<file path="src/flash_erase_host_pkg.sv">
package flash_erase_host_pkg;
    // Device command codes
    localparam logic [7:0] CMD_ERASE_SETUP = 8'h20;
    localparam logic [7:0] CMD_CONFIRM = 8'hD0;
    localparam logic [7:0] CMD_SUSPEND = 8'hB0;
    localparam logic [7:0] CMD_READ_ARRAY = 8'hFF;
    localparam logic [7:0] CMD_READ_STATUS = 8'h70;
    localparam logic [7:0] CMD_CLEAR_STATUS = 8'h50;
    // Device status bit positions, bank address bit and address width
    localparam int READY_BIT = 7;
    localparam int SUSP_BIT = 6;
    localparam int ERASE_ERR_BIT = 5;
    localparam int PROG_ERR_BIT = 4;
    localparam int SUPPLY_LOW_BIT = 3;
    localparam int BANK_BIT = 19;
    localparam int ADDR_W = 20;
    // Own registers, byte offsets
    localparam logic [7:0] REG_CTRL = 8'h00;
    localparam logic [7:0] REG_ADDR = 8'h04;
    localparam logic [7:0] REG_STATUS = 8'h08;
    localparam logic [7:0] REG_DEVSTAT = 8'h0C;
    // Control field encodings and AXI response codes
    localparam logic [2:0] OP_ERASE = 3'h1;
    localparam logic [2:0] OP_SUSPEND = 3'h2;
    localparam logic [2:0] OP_RESUME = 3'h3;
    localparam logic [2:0] OP_READ_ARRAY = 3'h4;
    localparam logic [2:0] OP_CLEAR = 3'h5;
    localparam logic [2:0] OP_STATUS = 3'h6;
    localparam logic [1:0] RESP_OKAY = 2'h0;
    localparam logic [1:0] RESP_SLVERR = 2'h2;
    // Strobe timing
    localparam int CLK_NS = 10;
    localparam int STROBE_NS = 60;
    localparam int STROBE_CYC = (STROBE_NS + CLK_NS - 1) / CLK_NS;
    localparam logic [3:0] STROBE_CNT = 4'(STROBE_CYC);
    typedef struct packed {
        logic ce_n;
        logic we_n;
        logic oe_n;
        logic [ADDR_W-1:0] addr;
        logic [7:0] dq_out;
        logic dq_oe_n;
    } flash_bus_type;
endpackage

</file>
<file path="src/flash_erase_host.sv">
// The AXI4-Lite slave port and the placing of the registers were chosen for this implementation.
`timescale 1ns/100ps
module flash_erase_host (
    input wire logic clk,
    input wire logic arst_n,
    input wire logic [31:0] s_axi_awaddr,
    input wire logic s_axi_awvalid,
    output logic s_axi_awready,
    input wire logic [31:0] s_axi_wdata,
    input wire logic [3:0] s_axi_wstrb,
    input wire logic s_axi_wvalid,
    output logic s_axi_wready,
    output logic [1:0] s_axi_bresp,
    output logic s_axi_bvalid,
    input wire logic s_axi_bready,
    input wire logic [31:0] s_axi_araddr,
    input wire logic s_axi_arvalid,
    output logic s_axi_arready,
    output logic [31:0] s_axi_rdata,
    output logic [1:0] s_axi_rresp,
    output logic s_axi_rvalid,
    input wire logic s_axi_rready,
    output logic flash_ce_n,
    output logic flash_we_n,
    output logic flash_oe_n,
    output logic [19:0] flash_addr,
    output logic [7:0] flash_dq_out,
    output logic flash_dq_oe_n,
    input wire logic [7:0] flash_dq_in,
    output logic reset_powerdown_n
);
    typedef enum logic [3:0] {
        ST_IDLE = 4'b0000,
        ST_CMD1 = 4'b0001,
        ST_GAP = 4'b0010,
        ST_CMD2 = 4'b0011,
        ST_RD_CMD = 4'b0100,
        ST_RD_GAP = 4'b0101,
        ST_RD = 4'b0110,
        ST_RD_END = 4'b0111
    } seq_type;

    seq_type state_r, state_nxt;
    flash_erase_host_pkg::flash_bus_type bus_r, bus_nxt;
    logic [3:0] cnt_r, cnt_nxt;
    logic [2:0] op_r, op_nxt;
    logic [19:0] addr_r, addr_nxt;
    logic [7:0] devstat_r, devstat_nxt;
    logic busy_r, busy_nxt;
    logic refused_r, refused_nxt;
    logic aw_r, aw_nxt, w_r, w_nxt, bv_r, bv_nxt, rv_r, rv_nxt;
    logic [31:0] awa_r, awa_nxt, wd_r, wd_nxt, rd_r, rd_nxt;
    logic [1:0] br_r, br_nxt, rr_r, rr_nxt;
    logic rst_r;
    logic [7:0] dq_s1_r, dq_s2_r;

    function automatic logic [7:0] first_cmd(input logic [2:0] op);
        unique case (op)
            flash_erase_host_pkg::OP_ERASE: first_cmd = flash_erase_host_pkg::CMD_ERASE_SETUP;
            flash_erase_host_pkg::OP_SUSPEND: first_cmd = flash_erase_host_pkg::CMD_SUSPEND;
            // no program is ever issued, so resume is always legal
            flash_erase_host_pkg::OP_RESUME: first_cmd = flash_erase_host_pkg::CMD_CONFIRM;
            flash_erase_host_pkg::OP_CLEAR: first_cmd = flash_erase_host_pkg::CMD_CLEAR_STATUS;
            flash_erase_host_pkg::OP_STATUS: first_cmd = flash_erase_host_pkg::CMD_READ_STATUS;
            default: first_cmd = flash_erase_host_pkg::CMD_READ_ARRAY;
        endcase
    endfunction

    // Pin input synchroniser
    always_ff @(posedge clk or negedge arst_n)
    begin
        if (!arst_n)
        begin
            dq_s1_r <= 8'h00;
            dq_s2_r <= 8'h00;
            rst_r <= 1'b0;
        end
        else
        begin
            dq_s1_r <= flash_dq_in;
            dq_s2_r <= dq_s1_r;
            rst_r <= 1'b1;
        end
    end

    always_comb
    begin
        logic wr_go;
        logic [7:0] off;
        logic [2:0] new_op;
        wr_go = 1'b0;
        off = 8'h00;
        new_op = op_r;
        state_nxt = state_r;
        bus_nxt = bus_r;
        cnt_nxt = cnt_r;
        op_nxt = op_r;
        addr_nxt = addr_r;
        devstat_nxt = devstat_r;
        busy_nxt = busy_r;
        refused_nxt = refused_r;
        aw_nxt = aw_r;
        w_nxt = w_r;
        bv_nxt = bv_r;
        rv_nxt = rv_r;
        awa_nxt = awa_r;
        wd_nxt = wd_r;
        rd_nxt = rd_r;
        br_nxt = br_r;
        rr_nxt = rr_r;
        // Write channels taken independently
        if (s_axi_awvalid && !aw_r && !bv_r)
        begin
            aw_nxt = 1'b1;
            awa_nxt = s_axi_awaddr;
        end
        if (s_axi_wvalid && !w_r && !bv_r)
        begin
            w_nxt = 1'b1;
            wd_nxt = s_axi_wdata;
        end
        if (aw_r && w_r && !bv_r)
        begin
            wr_go = 1'b1;
            aw_nxt = 1'b0;
            w_nxt = 1'b0;
            bv_nxt = 1'b1;
            br_nxt = flash_erase_host_pkg::RESP_OKAY;
            off = awa_r[7:0];
            if (off == flash_erase_host_pkg::REG_CTRL)
            begin
                new_op = wd_r[2:0];
                // no erase while supply low is reported
                if (busy_r || new_op == 3'h0 || new_op > flash_erase_host_pkg::OP_STATUS
                    || (new_op == flash_erase_host_pkg::OP_ERASE
                    && devstat_r[flash_erase_host_pkg::SUPPLY_LOW_BIT]))
                    refused_nxt = 1'b1;
                else
                begin
                    op_nxt = new_op;
                    if (new_op == flash_erase_host_pkg::OP_CLEAR)
                        devstat_nxt[flash_erase_host_pkg::SUPPLY_LOW_BIT] = 1'b0;
                    busy_nxt = 1'b1;
                    refused_nxt = 1'b0;
                    state_nxt = ST_CMD1;
                    cnt_nxt = flash_erase_host_pkg::STROBE_CNT;
                    bus_nxt.ce_n = 1'b0;
                    bus_nxt.we_n = 1'b0;
                    bus_nxt.oe_n = 1'b1;
                    bus_nxt.dq_oe_n = 1'b0;
                    bus_nxt.addr = addr_r;
                    bus_nxt.dq_out = first_cmd(new_op);
                end
            end
            else if (off == flash_erase_host_pkg::REG_ADDR)
            begin
                if (!busy_r)
                    addr_nxt = wd_r[19:0];
            end
            else
                br_nxt = flash_erase_host_pkg::RESP_SLVERR;
        end
        if (bv_r && s_axi_bready)
            bv_nxt = 1'b0;
        if (s_axi_arvalid && !rv_r)
        begin
            rv_nxt = 1'b1;
            rr_nxt = flash_erase_host_pkg::RESP_OKAY;
            unique case (s_axi_araddr[7:0])
                flash_erase_host_pkg::REG_CTRL: rd_nxt = {29'h0, op_r};
                flash_erase_host_pkg::REG_ADDR: rd_nxt = {12'h0, addr_r};
                flash_erase_host_pkg::REG_STATUS: rd_nxt = {30'h0, refused_r, busy_r};
                flash_erase_host_pkg::REG_DEVSTAT: rd_nxt = {24'h0, devstat_r};
                default:
                begin
                    rd_nxt = 32'h0;
                    rr_nxt = flash_erase_host_pkg::RESP_SLVERR;
                end
            endcase
        end
        else if (rv_r && s_axi_rready)
            rv_nxt = 1'b0;
        // Strobe sequencer
        if (cnt_r != 4'h0)
            cnt_nxt = cnt_r - 4'h1;
        else
        begin
            unique case (state_r)
                ST_IDLE:
                begin
                end
                ST_CMD1, ST_CMD2, ST_RD_CMD:
                begin
                    bus_nxt.we_n = 1'b1;
                    bus_nxt.ce_n = 1'b1;
                    cnt_nxt = flash_erase_host_pkg::STROBE_CNT;
                    if (state_r == ST_CMD1 && op_r == flash_erase_host_pkg::OP_ERASE)
                        state_nxt = ST_GAP;
                    else if (op_r == flash_erase_host_pkg::OP_STATUS && state_r == ST_CMD1)
                        state_nxt = ST_RD_GAP;
                    else
                        state_nxt = ST_RD_END;
                end
                ST_GAP:
                begin
                    state_nxt = ST_CMD2;
                    cnt_nxt = flash_erase_host_pkg::STROBE_CNT;
                    bus_nxt.ce_n = 1'b0;
                    bus_nxt.we_n = 1'b0;
                    bus_nxt.addr = addr_r;
                    bus_nxt.dq_out = flash_erase_host_pkg::CMD_CONFIRM;
                end
                ST_RD_GAP:
                begin
                    // toggle output strobe for fresh status
                    state_nxt = ST_RD;
                    cnt_nxt = flash_erase_host_pkg::STROBE_CNT;
                    bus_nxt.dq_oe_n = 1'b1;
                    bus_nxt.ce_n = 1'b0;
                    bus_nxt.oe_n = 1'b0;
                end
                ST_RD:
                begin
                    devstat_nxt = dq_s2_r;
                    bus_nxt.ce_n = 1'b1;
                    bus_nxt.oe_n = 1'b1;
                    state_nxt = ST_RD_END;
                    cnt_nxt = flash_erase_host_pkg::STROBE_CNT;
                end
                default:
                begin
                    bus_nxt.dq_oe_n = 1'b1;
                    busy_nxt = 1'b0;
                    state_nxt = ST_IDLE;
                end
            endcase
        end
    end

    always_ff @(posedge clk or negedge arst_n)
    begin
        if (!arst_n)
        begin
            state_r <= ST_IDLE;
            bus_r <= '{ce_n: 1'b1, we_n: 1'b1, oe_n: 1'b1, addr: 20'h0, dq_out: 8'h00,
                       dq_oe_n: 1'b1};
            cnt_r <= 4'h0;
            op_r <= 3'h0;
            addr_r <= 20'h0;
            devstat_r <= 8'h00;
            busy_r <= 1'b0;
            refused_r <= 1'b0;
            aw_r <= 1'b0;
            w_r <= 1'b0;
            bv_r <= 1'b0;
            rv_r <= 1'b0;
            awa_r <= 32'h0;
            wd_r <= 32'h0;
            rd_r <= 32'h0;
            br_r <= 2'h0;
            rr_r <= 2'h0;
        end
        else
        begin
            state_r <= state_nxt;
            bus_r <= bus_nxt;
            cnt_r <= cnt_nxt;
            op_r <= op_nxt;
            addr_r <= addr_nxt;
            devstat_r <= devstat_nxt;
            busy_r <= busy_nxt;
            refused_r <= refused_nxt;
            aw_r <= aw_nxt;
            w_r <= w_nxt;
            bv_r <= bv_nxt;
            rv_r <= rv_nxt;
            awa_r <= awa_nxt;
            wd_r <= wd_nxt;
            rd_r <= rd_nxt;
            br_r <= br_nxt;
            rr_r <= rr_nxt;
        end
    end

    assign s_axi_awready = !aw_r && !bv_r;
    assign s_axi_wready = !w_r && !bv_r;
    assign s_axi_bvalid = bv_r;
    assign s_axi_bresp = br_r;
    assign s_axi_arready = !rv_r;
    assign s_axi_rvalid = rv_r;
    assign s_axi_rdata = rd_r;
    assign s_axi_rresp = rr_r;
    assign flash_ce_n = bus_r.ce_n;
    assign flash_we_n = bus_r.we_n;
    assign flash_oe_n = bus_r.oe_n;
    assign flash_addr = bus_r.addr;
    assign flash_dq_out = bus_r.dq_out;
    assign flash_dq_oe_n = bus_r.dq_oe_n;
    assign reset_powerdown_n = rst_r;

    property p_confirm_follows;
        @(posedge clk) disable iff (!arst_n)
        (state_r == ST_GAP && cnt_r == 4'h0) |=>
        (flash_dq_out == flash_erase_host_pkg::CMD_CONFIRM && !flash_we_n);
    endproperty
    a_confirm_follows: assert property (p_confirm_follows) else $error("confirm missing");
    property p_we_rise;
        @(posedge clk) disable iff (!arst_n)
        $rose(flash_we_n) |-> $past(state_r) inside {ST_CMD1, ST_CMD2, ST_RD_CMD};
    endproperty
    a_we_rise: assert property (p_we_rise) else $error("stray write strobe");
    property p_addr_stable;
        @(posedge clk) disable iff (!arst_n)
        (!flash_we_n && !flash_ce_n) |-> $stable(flash_addr) or $fell(flash_we_n);
    endproperty
    a_addr_stable: assert property (p_addr_stable) else $error("address moved");
    property p_suspend_code;
        @(posedge clk) disable iff (!arst_n)
        ($fell(flash_we_n) && op_r == flash_erase_host_pkg::OP_SUSPEND) |->
        flash_dq_out == flash_erase_host_pkg::CMD_SUSPEND;
    endproperty
    a_suspend_code: assert property (p_suspend_code) else $error("bad suspend");
    property p_resume_code;
        @(posedge clk) disable iff (!arst_n)
        ($fell(flash_we_n) && op_r == flash_erase_host_pkg::OP_RESUME) |->
        flash_dq_out == flash_erase_host_pkg::CMD_CONFIRM;
    endproperty
    a_resume_code: assert property (p_resume_code) else $error("bad resume");
    property p_bank_bit;
        @(posedge clk) disable iff (!arst_n)
        $fell(flash_we_n) |->
        flash_addr[flash_erase_host_pkg::BANK_BIT] == addr_r[flash_erase_host_pkg::BANK_BIT];
    endproperty
    a_bank_bit: assert property (p_bank_bit) else $error("bank bit wrong");
    property p_read_array;
        @(posedge clk) disable iff (!arst_n)
        ($fell(flash_we_n) && op_r == flash_erase_host_pkg::OP_READ_ARRAY) |->
        flash_dq_out == flash_erase_host_pkg::CMD_READ_ARRAY;
    endproperty
    a_read_array: assert property (p_read_array) else $error("bad read array");
    property p_oe_read;
        @(posedge clk) disable iff (!arst_n)
        !flash_oe_n |-> flash_dq_oe_n && flash_we_n;
    endproperty
    a_oe_read: assert property (p_oe_read) else $error("bus fight");
    c_erase: cover property (@(posedge clk) state_r == ST_CMD2);
    c_status: cover property (@(posedge clk) state_r == ST_RD);
    c_refused: cover property (@(posedge clk) refused_r);
endmodule

</file>
<file path="config.mk">
export PLATFORM = sky130hd
export DESIGN_NAME = flash_erase_host
export DESIGN_NICKNAME = d
export VERILOG_FILES = /design/src/flash_erase_host_pkg.sv /design/src/flash_erase_host.sv
export SDC_FILE = /design/constraint.sdc
export NUM_CORES = 1
export LEC_CHECK = 0
export BUFFER_PORTS_ARGS = -buffer_cell sky130_fd_sc_hd__buf_4
export CAP_MARGIN = 20
export CELL_PAD_IN_SITES_DETAIL_PLACEMENT = 1
export CELL_PAD_IN_SITES_GLOBAL_PLACEMENT = 2
export CORE_UTILIZATION = 34
export CTS_BUF_LIST = sky130_fd_sc_hd__clkbuf_8
export CTS_CLUSTER_SIZE = 14
export DETAILED_ROUTE_END_ITERATION = 7
export PLACE_DENSITY = 0.87
export RECOVER_POWER = 50
export SLEW_MARGIN = 20
export SYNTH_ARGS = -nofsm -noshare
export SYNTH_HDL_FRONTEND = slang
export SYNTH_SLANG_ARGS = --single-unit
</file>
<file path="constraint.sdc">
create_clock -name clk -period 3.01 [get_ports clk]
set_input_delay 0.602 -clock clk [delete_from_list [all_inputs] [get_ports clk]]
set_output_delay 0.602 -clock clk [all_outputs]
set_load 0.02 [all_outputs]
</file>
==> flow_summary_export.csv <==
group,metric,value,unit
power,p_int,0.00391,W
run_status,outcome,"complete, but fails checks",
power,p_leak,3.50,nW
power,p_switching,0.00184,W
clocking,cts_inserted_buffers,17,
sta,fin_ws,0.528,ns
sta,finClkSkew,0.0195,ns
worst_setup_path,crit_fanout,20,
synthesis,synth_edf_count,0,
clocking,cts_buffer_depth,2,
grt,grt_pass1_wl,21.6,mm
clocking,cts_resized,0,
cells_and_area,layout-drive-gt1-share,0.405,
route,antenna_left,0,
floorplan,core_area,16600,sq um
worst_setup_path,crit_chain,"inv_1 -> ha_1 -> or3b_1 -> nor3_2 -> nand3_1 -> nand2_1 -> buf_12 -> mux2_1",
clocking,cts_setup_buffers,0,
sta,fin_crit_sh,0.825,
floorplan,die_w,133,um
worst_setup_path,crit_type,"flop to flop",
route,via_per_inst,4.76,
synthesis,synth_area_per_cell,13.6,sq um
clocking,clk_latency,0.45,ns
clocking,cts_hold_buffers,0,
worst_setup_path,end_kind,"flop",
placed_design,placed_cells,741,
cells_and_area,num-fill-cells,1766,
clocking,cts-htree-levels,4,
clocking,cts.sinks,144,
power,p_per_area,798,nW/um^2
floorplan,die_h,133,um
floorplan,die-area,17600,sq um
worst_hold_path,min_path_type,"input pin to asynchronous set/reset pin",
synthesis,seq_area_frac_synth,0.622,
route,routed_wl,13.1,mm
route,post-route-drc-count,0,
worst_setup_path,required,3.33,ns
synthesis,yosysTopAreaCell,"dfrtp_1",
sta,timing_worst_slew_pin_value,1.76,ns
worst_setup_path,critPathArrivalTime,2.80,ns
route,drt_iter0_markers,134,
grt,grt_overflow,0,
worst_setup_path,max_stage_delay,0.40,ns
sta,finalHoldViolCount,0,
synthesis,synth_ff_type,"dfrtp_1",
placed_design,place_congestion,0.776,
sta,period_needed,2.48,ns
sta,tns,0,ns
sta,grt_setup_unrepaired,"no",
cells_and_area,num_antenna_cells,0,
synthesis,ys_seq_elements,144,
power,swShare,0.320,
grt,grt_max_degree,65,
worst_setup_path,critPathLaunchType,"flop",
sta,hold_slack,0.0897,ns
placed_design,hpwl,9.24,mm
worst_setup_path,worst-path-buf-inv,2,
route,vias,3682,
synthesis,post_synth_num_cell_types,51,
power,total_power,0.00575,W
cells_and_area,syn2layout_area_growth,24.1,%
grt,antenna_found_initial,0,
placed_design,io_buffers,110,
synthesis,syn_inst,426,
run,maxCapViolCount,2,
sta,slew_headroom,-0.176,
sta,setup_viol,0,
worst_setup_path,cp_slowest_cell,"dfrtp_1",
floorplan,pin_count,189,
power,clock_power_share,0.269,
sta,slew_violations,99,
cells_and_area,nets,656,
route,wire_per_inst,16.9,um
power,vdd_drop_max,0.496,mV
grt,grt_pass1_vias,4008,
sta,fmax,403,MHz
run_status,violations,"capacitance limit, slew limit",
route,firstDrtPassIters,4,
power,pwr-share-comb,0.241,
power,power.share.sequential,0.490,
synthesis,synthTopCellsByArea,"dfrtp_1 (60%), mux2_2 (8.1%), mux2_4 (5.2%)",
placed_design,place_ws,0.497,ns
clocking,cts_root_buffer,"clkbuf_8",
clocking,cts_tree,"yes",
cells_and_area,fin_cells,773,
clocking,clk_pin_slew_worst_paths,0.08,ns
floorplan,start_util,0.349,
synthesis,synth.top_cell.area_share,0.603,
worst_setup_path,path_delay_family,"simple AND/OR/NAND/NOR gates",
floorplan,std_cell_rows,47,
synthesis,syn_area,5810,sq um
grt,grt_usage,0.161,
synthesis,async_flop_share,1.00,
synthesis,yosysWarnings,0,
-- logic make-up after synthesis --
group           Yosys count  synth area share
buf+inv                  48            0.0446
fa+ha+maj                 1           0.00215
other cells               2           0.00129
compound gates           61            0.0718
flops                   144             0.622
mux                      84             0.178
simple gates             84            0.0774
xor+xnor                  2           0.00302
-- registers in the layout, indices dropped and copies added (netlist names), 3 cells and up --
name,flops
addr_r,20
flash_addr,20
s_axi_rdata,20
wd_r,20
awa_r,8
devstat_r,8
dq_s1_r,8
dq_s2_r,8
flash_dq_out,8
cnt_r,4
state_r,4
op_r,3
-- placed cells by master, fill, tap and decap left out, types with 3 or more instances in the layout --
master	instances
dfstp_2	4
conb_1	15
nor2_1	14
mux2_2	42
mux2_4	20
mux2_1	13
clkbuf_8	18
buf_4	106
inv_6	3
clkinv_4	4
mux2i_1	7
or4_1	3
o21a_1	6
o21ai_0	19
inv_1	11
clkinvlp_4	5
nand2_1	29
a22o_1	12
clkbuf_4	9
dfrtp_1	140
nand3_1	8
a21oi_1	6
a21o_1	3
a31oi_1	3
nor3_1	9
-- final cells by class --
| cell class | count | area [sq um] | share of cell area |
|---|---|---|---|
| flip-flops and latches | 144 | 3610 | 0.501 |
| multi-input cells | 247 | 1970 | 0.273 |
| repair buffers | 119 | 903 | 0.125 |
| well taps | 220 | 275 | 0.0382 |
| clock buffers | 18 | 248 | 0.0344 |
| clock inverters | 14 | 159 | 0.0221 |
| inverters | 11 | 41.3 | 0.00573 |
-- stage by stage --
stage	cell area, sq um	utilization
6_report	7200	0.433
5_1_grt	7200	0.433
4_1_cts	7240	0.435
3_5_place_dp	6830	0.411
3_3_place_gp	6830	0.411
2_1_floorplan	5850	-
-- path summary, 6_finish.rpt --
check | from | to | slack, ns | depth (start not counted)
setup / recovery | cnt_r[0] | flash_addr[8] | 0.53 | 8
hold / removal | arst_n | s_axi_rdata[4] | 0.09 | 1
setup reg to reg | cnt_r[0] | flash_addr[8] | 0.53 | 8
hold reg to reg | dq_s1_r[3] | dq_s2_r[3] | 0.35 | 0
max in group asynchronous | arst_n | wd_r[11] | 0.90 | 2
min in group clk | flash_dq_in[3] | dq_s1_r[3] | 0.29 | 1
-- routing by layer --
| metal | GRT usage | vias up | share of wire |
|---|---|---|---|
| met5 | 0 | - | 0 |
| met2 | 0.259 | 91 | 0.49 |
| met1 | 0.200 | 1877 | 0.44 |
| li1 | - | 1700 | - |
| met3 | 0.0506 | 14 | 0.050 |
| met4 | 0.0677 | 0 | 0.014 |
-- Yosys cell counts (all sizes together), types with 3 or more instances --
| cell type | instances |
|---|---|
| nand3 | 8 |
| a21o | 3 |
| dfstp | 4 |
| or4 | 3 |
| dfrtp | 140 |
| o21ai | 20 |
| mux2 | 75 |
| buf | 23 |
| a21oi | 6 |
| nor3 | 10 |
| inv | 11 |
| nand2 | 29 |
| o21a | 6 |
| mux2i | 7 |
| a31oi | 3 |
| or3 | 4 |
| and2 | 3 |
| clkbuf | 14 |
| nor2 | 15 |
| a22o | 12 |
-- power groups by stage --
stage	Clock [W]	Sequential, W	Combinational [W]
floorplan	0	0.00277	0.000962
global placement	0	0.00283	0.00135
detailed placement	0	0.00287	0.00142
CTS	0.00160	0.00284	0.00142
global route	0.00169	0.00289	0.00152
finish	0.00155	0.00282	0.00138
Power figures use the tool's default switching activity.
